$ cat src/mtis_regs.vh
// Constants of the multithread issue scheduler.
// Assumes inclusion by bare name from the scheduler module.
`ifndef MTIS_REGS_VH
`define MTIS_REGS_VH
`define MTIS_NUM_CORES      8
`define MTIS_PIPE_STAGES    4
`define MTIS_CORE_ID_W      3
`define MTIS_ACTIVE_RESET   8'h00
`define MTIS_PAUSED_RESET   8'h00
`define MTIS_HISTORY_RESET  3'h0
`define MTIS_HIST_VALID_RESET 1'h0
`define MTIS_VALID_RESET    1'h0
`define MTIS_CORE_RESET     3'h0
`define MTIS_ONEHOT_RESET   8'h00
`define MTIS_COUNT_RESET    4'h0
`define MTIS_LAST_RESET     3'h7
`endif

$ cat src/mtis_issue_scheduler.v
// Issue scheduler for the logical cores of one tile.
// Assumes synchronous inputs on ref_clk; event sources hold their event pulse for one cycle.
`include "mtis_regs.vh"
module mtis_issue_scheduler #(
	parameter NUM_CORES = `MTIS_NUM_CORES,
	parameter STAGES    = `MTIS_PIPE_STAGES
)(
	ref_clk,
	resetn,
	coreEnable,
	pauseReq,
	resumeEvent,
	ioStall,
	issueValid,
	issueCore,
	issueOneHot,
	pausedMask,
	activeCount
);
	localparam W = `MTIS_CORE_ID_W;
	input  wire                 ref_clk;
	input  wire                 resetn;
	input  wire [NUM_CORES-1:0] coreEnable;
	input  wire [NUM_CORES-1:0] pauseReq;
	input  wire [NUM_CORES-1:0] resumeEvent;
	input  wire [NUM_CORES-1:0] ioStall;
	output reg                  issueValid;
	output reg  [W-1:0]         issueCore;
	output reg  [NUM_CORES-1:0] issueOneHot;
	output reg  [NUM_CORES-1:0] pausedMask;
	output reg  [W:0]           activeCount;

	localparam HIST = STAGES - 1;

	// Next values of the registered outputs.
	reg                 issueValid_next;
	reg [W-1:0]         issueCore_next;
	reg [NUM_CORES-1:0] issueOneHot_next;
	reg [NUM_CORES-1:0] pausedMask_next;
	reg [W:0]           activeCount_next;

	// Round-robin pointer: the core that issued last.
	reg [W-1:0]         lastPick_reg;
	reg [W-1:0]         lastPick_next;

	// Issue history of the last STAGES-1 slots, one core id per slot.
	reg [W-1:0]         histCore_reg [0:HIST-1];
	reg                 histValid_reg [0:HIST-1];

	// Combinational selection terms.
	reg [NUM_CORES-1:0] pauseSet;
	reg [NUM_CORES-1:0] pauseClear;
	reg [NUM_CORES-1:0] recentMask;
	reg [NUM_CORES-1:0] readyMask;
	reg [NUM_CORES-1:0] eligibleMask;
	reg [W-1:0]         candidate;
	reg [W-1:0]         pick;
	reg                 found;
	integer             i;
	integer             j;
	integer             k;

	// One-hot mask of a single core id.
	function [NUM_CORES-1:0] core_bit;
		input [W-1:0] id;
		begin
			core_bit = {{(NUM_CORES-1){1'h0}}, 1'h1} << id;
		end
	endfunction

	// Number of set bits in a core mask.
	function [W:0] count_ones;
		input [NUM_CORES-1:0] mask;
		integer b;
		begin
			count_ones = {(W+1){1'h0}};
			for (b = 0; b < NUM_CORES; b = b + 1)
			begin
				count_ones = count_ones + {{W{1'h0}}, mask[b]};
			end
		end
	endfunction

	// A resume or a disable in the same cycle beats a new pause.
	always @*
	begin
		pauseSet        = pauseReq & coreEnable;
		pauseClear      = resumeEvent | ~coreEnable;
		pausedMask_next = (pausedMask | pauseSet) & ~pauseClear;
	end

	// Cores still in the pipeline, taken from the issue history.
	always @*
	begin
		recentMask = {NUM_CORES{1'h0}};
		for (i = 0; i < HIST; i = i + 1)
		begin
			if (histValid_reg[i])
			begin
				recentMask = recentMask | core_bit(histCore_reg[i]);
			end
		end
	end

	always @*
	begin
		// Paused cores are out of rotation; stalled cores yield their slot.
		readyMask    = coreEnable & ~pausedMask & ~ioStall;
		// A core still in the pipeline waits, so it gets at most one slot in STAGES.
		eligibleMask = readyMask & ~recentMask;
	end

	// Round-robin search starting just after the core that issued last.
	always @*
	begin
		found     = 1'h0;
		pick      = lastPick_reg;
		candidate = lastPick_reg;
		for (k = 1; k <= NUM_CORES; k = k + 1)
		begin
			candidate = lastPick_reg + k[W-1:0];
			if (!found && eligibleMask[candidate])
			begin
				found = 1'h1;
				pick  = candidate;
			end
		end
	end

	always @*
	begin
		issueValid_next  = found;
		issueCore_next   = pick;
		activeCount_next = count_ones(coreEnable);
		if (found)
		begin
			issueOneHot_next = core_bit(pick);
			lastPick_next    = pick;
		end
		else
		begin
			issueOneHot_next = {NUM_CORES{1'h0}};
			lastPick_next    = lastPick_reg;
		end
	end

	always @(posedge ref_clk)
	begin
		if (!resetn)
		begin
			pausedMask <= `MTIS_PAUSED_RESET;
		end
		else
		begin
			pausedMask <= pausedMask_next;
		end
	end

	// Issue outputs answer the inputs of the edge that launches them.
	always @(posedge ref_clk)
	begin
		if (!resetn)
		begin
			issueValid  <= `MTIS_VALID_RESET;
			issueCore   <= `MTIS_CORE_RESET;
			issueOneHot <= `MTIS_ONEHOT_RESET;
		end
		else
		begin
			issueValid  <= issueValid_next;
			issueCore   <= issueCore_next;
			issueOneHot <= issueOneHot_next;
		end
	end

	always @(posedge ref_clk)
	begin
		if (!resetn)
		begin
			activeCount <= `MTIS_COUNT_RESET;
		end
		else
		begin
			activeCount <= activeCount_next;
		end
	end

	// The pointer resets to the top core so that core 0 is searched first.
	always @(posedge ref_clk)
	begin
		if (!resetn)
		begin
			lastPick_reg <= `MTIS_LAST_RESET;
		end
		else
		begin
			lastPick_reg <= lastPick_next;
		end
	end

	// Shift register of issued ids; a slot without issue is marked invalid.
	always @(posedge ref_clk)
	begin
		if (!resetn)
		begin
			for (j = 0; j < HIST; j = j + 1)
			begin
				histCore_reg[j]  <= `MTIS_HISTORY_RESET;
				histValid_reg[j] <= `MTIS_HIST_VALID_RESET;
			end
		end
		else
		begin
			histCore_reg[0]  <= pick;
			histValid_reg[0] <= found;
			for (j = 1; j < HIST; j = j + 1)
			begin
				histCore_reg[j]  <= histCore_reg[j-1];
				histValid_reg[j] <= histValid_reg[j-1];
			end
		end
	end
endmodule // mtis_issue_scheduler

$ cat config.mk
export PLATFORM = sky130hd
export DESIGN_NAME = mtis_issue_scheduler
export DESIGN_NICKNAME = d
export VERILOG_FILES = /design/src/mtis_issue_scheduler.v
export VERILOG_INCLUDE_DIRS = /design/src
export SDC_FILE = /design/constraint.sdc
export NUM_CORES = 1
export LEC_CHECK = 0
export ABC_CLOCK_PERIOD_IN_PS = 3800
export CAP_MARGIN = 10
export CORE_ASPECT_RATIO = 1.75
export CORE_UTILIZATION = 60
export CTS_CLUSTER_SIZE = 25
export DETAILED_ROUTE_END_ITERATION = 8
export DONT_BUFFER_PORTS = 1
export GPL_TIMING_DRIVEN = 0
export HOLD_SLACK_MARGIN = 0.1
export PLACE_DENSITY_LB_ADDON = 0.2
export SLEW_MARGIN = 40
export SYNTH_ARGS = -nofsm -noshare
export SYNTH_HDL_FRONTEND = slang
export SYNTH_SLANG_ARGS = --single-unit
$ cat constraint.sdc
create_clock -name ref_clk -period 3.8 [get_ports ref_clk]
set_input_delay 0.38 -clock ref_clk [delete_from_list [all_inputs] [get_ports ref_clk]]
set_output_delay 0.38 -clock ref_clk [all_outputs]
set_load 0.02 [all_outputs]
* After elaboration in Yosys (flattened, before gate mapping) *
Memories as Yosys holds them, arrays and structs flattened.
Index checks and enable logic that the tools add are counted.

cells by class
  $add $sub $neg = 14
  magnitude comparators = 8
  shifts and indexed selects = 4
  mux-type cells = 43
  bitwise gates (word level) = 20
  reduce and logical (&&, ||, !) cells = 15

operators by type and width
  kind                 number
  $and 8x8->8          5
  $not 8->8            5
  $mux 3               11
  $lt 3x4->1 const B   8
  $or 8x8->8           4
  $shl 1x3->8 const A  4
  $bmux 1 s3           8
  $mux 8               3
  $mux 1               21
  $add 4x1->4          4
  $add 3x3->3 const B  4
  $logic_and 1x1->1    7
  $logic_not 1->1      7
  $add 3x2->3 const B  2
  $or 1x1->1           6
  $add 3x1->4          1
  $add 2x1->3          1
  $add 3x1->3 const B  1
  $add 1x1->2          1
  $reduce_and 2->1     1

word-level totals
  register bits = 27
  bits in writable memories = 12
  word-level logic and storage cells = 112
  memories = 2

memory list
  name           depth  width  rd ports  clocked after Yosys merged registers in  wr ports  RTL line                   text
  histCore_reg   3      3      3         0                                        3         mtis_issue_scheduler.v:47  reg [W-1:0] histCore_reg [0:HIST-1];
  histValid_reg  3      1      3         0                                        3         mtis_issue_scheduler.v:48  reg histValid_reg [0:HIST-1];

* Longest topological paths before layout *
An unclocked memory read counts as a cell.

  depth after elaboration = 34
  gate-level depth with buffers = 14
  mapped depth without buffers = 12

* Worst setup path after synthesis *
Ideal clock, no wire load.

  path kind = register to register
  start = reg lastPick_reg[1]
  end = reg issueOneHot[3]
  setup time = 116 ps
  arrival time = 3258 ps
  required time = 3684 ps
  path slack = 426 ps
  stages on the path, launching flop included = 15
  buffers on the path = 2
  period minus slack after synthesis = 3374 ps
  path through = dfxtp_1 -> clkbuf_1 -> inv_1 -> ha_1 -> buf_2 -> inv_1 -> or4_1 -> o22ai_1 -> o221ai_1 -> mux2i_1 -> and2_1 -> a211o_1 -> o211ai_2 -> o211ai_4 -> and3b_1

on the way
  word-level cells in the longest chain between the ends = 26
  elaborated cells on any way between the ends = 55

RTL lines
  element                                          RTL line                    text
  start, declared                                  mtis_issue_scheduler.v:43   reg [W-1:0] lastPick_reg;
  start signal, assigned                           mtis_issue_scheduler.v:193  lastPick_reg <= `MTIS_LAST_RESET;
  start signal, assigned                           mtis_issue_scheduler.v:197  lastPick_reg <= lastPick_next;
  $add 3x1->3                                      mtis_issue_scheduler.v:121  candidate = lastPick_reg + k[W-1:0];
  $bmux 1 s3                                       mtis_issue_scheduler.v:122  if (!found && eligibleMask[candidate])
  $mux 1 (implied by the code)                     mtis_issue_scheduler.v:122
  $mux 1                                           mtis_issue_scheduler.v:122
  $logic_not 1->1                                  mtis_issue_scheduler.v:122
  $logic_and 1x1->1                                mtis_issue_scheduler.v:122
  $mux 1                                           mtis_issue_scheduler.v:122
  $logic_not 1->1                                  mtis_issue_scheduler.v:122
  [... 10 more ...]                                --
  $mux 1                                           mtis_issue_scheduler.v:122
  $logic_not 1->1                                  mtis_issue_scheduler.v:122
  $logic_and 1x1->1                                mtis_issue_scheduler.v:122
  $mux 1                                           mtis_issue_scheduler.v:122
  $logic_not 1->1                                  mtis_issue_scheduler.v:122
  $logic_and 1x1->1                                mtis_issue_scheduler.v:122
  $mux 3 or $mux 1 (tied branches)                 mtis_issue_scheduler.v:122
  $shl 1x3->8 or $reduce_and 2->1 (tied branches)  --
  end signal, assigned                             mtis_issue_scheduler.v:166  issueOneHot <= `MTIS_ONEHOT_RESET;
  end signal, assigned                             mtis_issue_scheduler.v:172  issueOneHot <= issueOneHot_next;
  end, declared                                    mtis_issue_scheduler.v:29   output reg [NUM_CORES-1:0] issueOneHot;

Parallel ways exist; a longest one is shown, timed or not. The select of a mux whose other input is x is not followed.
A chain may end at the register's enable or synchronous reset.

* Worst setup path in the final report *
  start = reg lastPick_reg[1]
  end = reg issueOneHot[7]

Same word-level chain as after synthesis.

==> reports/metrics.yaml <==
syn_to_final_growth_pct: 11.2
num_vias: 2619
cp.required_ps: 4000
fmax_mhz: 268
cts_buffer_depth: 2
tightestPinTransition_ps: 689
clockRootBuffer: "clkbuf_8"
drive_gt1_share_pct: 16.9
insertion_delay_ps: 290
die_area_um2: 4640
syn_area_per_cell_um2: 8.15
yosys_register_bits: 35
reg2reg_slack_ps: 70
hold_viol: 0
post-route-period-util_pct: 98.1
async_flop_share_pct: 0
synth_edf_count: 0
grt_max_degree: 12
status: "finished, final reports clean"
via_per_inst: 6.78
cts_tree: "done"
slowest_stage: "or4_1"
diodes: 0
synth-xor-area-share_pct: 1.96
dr_wl_met3_um: 377
top_layer: "met4"
slew_violations: 0
path_max_fanout: 10
postLayoutCoreUtil_pct: 70.1
yosys.area_share.adder_pct: 5.45
avgRoutedWirePerCell_um: 19.6
start_util_pct: 63.0
nFillCells: 338
r2r_cells: 15
cp_data_arrival_time_ps: 3930
synthCells: 321
synthMuxAreaShare_pct: 3.78
path_cells: "buf_6 > clkinvlp_4 > ha_1 > buf_6 > clkinvlp_4 > or4_1 > o22ai_4 > o221ai_2 > and2_1 > nand4_2 > nor2_1 > a211oi_2 > buf_4 > xnor2_2 > nor4b_4"
p_leak_nw: 1.12
max_stage_delay_ps: 600
first_iter_violations: 129
drt-met1-wl_um: 2650
crit_path_start_kind: "flop"
antenna_found_initial: 0
cellPowerDensity_nw_per_um2: 978
crit_type: "reg2reg"
route.met2.wl_um: 4160
post-dp-hpwl_um: 5630
pre_cts_ws_ps: -453
ys_types: 70
fin_ws_ps: 71.3
synth_warnings: 0
worstSetupEndpointType: "flop"
finalNetCount: 379
holdWs_ps: 160
yosysSeqAreaShare_pct: 26.8
grtUsageTotal_pct: 33.2
syn-cell-area_um2: 2620
firstDrtPassIters: 6
dieHeight_um: 89.4
finalClockSkew_ps: 8.76
overflow: 0
grt_pass1_vias: 2422
synth_top_family_by_area: "simple AND/OR/NAND/NOR gates"
maxCapViolCount: 0
route.detailed.drc: 0
rows: 31
ir_drop_v: 0.000766
portBuffers: 0
pin_count: 58
core_um2: 4150
whs_path_depth: 1
synth-compound-area-share_pct: 16.8
setup_viol: 0
gp_congestion: 0.972
fin_crit_ps: 3730
die_x_um: 51.9
routed_wl_um: 7580
synth-main-ff-cell: "dfxtp_1"
syn-num-nets: 364
yosys.area_share.simple_pct: 38.6
hp-class: "in2reg"
htreeDepth: 2
clkSlewWorstSetupHoldPaths_ps: 70
ant_nets: 0
cts_made_buffers: 5
grt_pass1_wl_um: 11300
cts.sinks: 35
slew_headroom_pct: 53.7
-- cell usage in the layout (no fill, tap or decap), types with 3 or more instances in the layout --
cell	netlist	final
buf_6	1	3
o21ai_1	3	3
nor3_1	16	16
buf_4	3	10
and2_1	12	12
fa_1	4	4
clkbuf_8	0	5
a211oi_1	3	3
a21oi_1	5	5
ha_1	5	5
nand2b_1	9	9
nor3b_1	4	4
buf_2	6	5
o32ai_1	5	4
mux4_2	3	3
a211o_1	3	3
nor4_1	8	7
nand2_1	27	27
clkbuf_1	6	5
or4_1	4	4
dfxtp_1	35	35
nor4bb_1	6	6
o21ai_0	8	8
nand4b_1	6	6
nand3_1	6	6
o22ai_1	7	6
clkinvlp_4	0	3
nor2b_1	4	4
nand4_1	8	8
inv_1	22	20
nor2_1	39	39
-- per-stage QoR --
stage	cells	power, W	TNS (ps)	area, µm²
4_1_cts	379	0.00255	0	2800
2_1_floorplan	321	0.00187	0	2620
6_report	386	0.00285	0	2910
5_1_grt	386	0.00300	-204	2910
3_5_place_dp	370	0.00221	-4970	2680
3_3_place_gp	370	0.00218	-5130	2680
-- area by class of cell --
class / count / area, µm² / share of cell area, %
clock inverters: 2 / 12.5 / 0.430
plain buffers: 16 / 101 / 3.48
inverters: 23 / 93.8 / 3.22
well taps: 49 / 61.3 / 2.11
multi-input cells: 248 / 1820 / 62.4
flip-flops and latches: 35 / 701 / 24.1
repair buffers: 7 / 52.6 / 1.81
clock buffers: 6 / 72.6 / 2.49
-- repair_timing --
action | 4_1_cts | 5_1_grt
setup endpoints to repair | 14 | 13
setup buffers | 1 | 6
gates cloned | 0 | 1
pin swaps | 1 | 4
hold buffers | 0 | 0
resized for setup | 8 | 11
endpoints found under the hold margin | 0 | 0
-- metal layers --
metal  GRT usage [%]  vias to the layer above
met1            30.8                     1247
met3            4.93                       34
li1                -                     1204
met4            22.4                        0
met2            63.5                      134
met5               0                        -
-- cells in the mapped netlist (4+ instances only) --
master / instances / share of area (%)
nand2b_1: 9 / 2.2
buf_2: 6 / 1.1
o22ai_1: 7 / 1.7
o21ai_0: 8 / 1.5
fa_1: 4 / 3.1
clkbuf_1: 6 / 0.86
nor4bb_1: 6 / 2.3
nand2_1: 27 / 3.9
nor2_1: 39 / 5.6
a21oi_1: 5 / 0.96
or4_1: 4 / 1.1
o32ai_1: 5 / 1.7
nor2b_1: 4 / 0.96
nand3_1: 6 / 1.1
nand4_1: 8 / 1.9
inv_1: 22 / 3.2
nor4_1: 8 / 1.9
nand4b_1: 6 / 2.0
ha_1: 5 / 2.4
nor3_1: 16 / 3.1
and2_1: 12 / 2.9
nor3b_1: 4 / 1.1
dfxtp_1: 35 / 27
-- where the power goes --
group	switching [W]	internal, W
clock	0.000134	0.000128
combinational	0.00117	0.000849
sequential	0.000122	0.000446
-- path summary, 6_finish.rpt --
path,start,endpoint
setup / recovery,lastPick_reg[1],issueOneHot[7]
hold / removal,resumeEvent[0],pausedMask[0]
setup reg to reg,lastPick_reg[1],issueOneHot[7]
hold reg to reg,histCore_reg[0][5],histCore_reg[0][8]
-- critical path: cells and delay by family (launching register included) --
kind                     cells  cell delay (ps)
AND/OR/NAND/NOR              5             1290
buffers and inverters        5              880
AO/OA/AOI/OAI                3              530
flip-flops                   1              410
adder cells (fa/ha/maj)      1              360
XOR/XNOR                     1              160
-- kinds of logic after synthesis --
group,count (synthesis)
DFF,35
buffers and inverters,39
and+or+nand+nor,172
muxes,6
adders and majority gates,9
AOI/OAI and AO/OA,55
xor gates and xnor gates,5
Note: power is estimated with default switching activity, not from simulation.
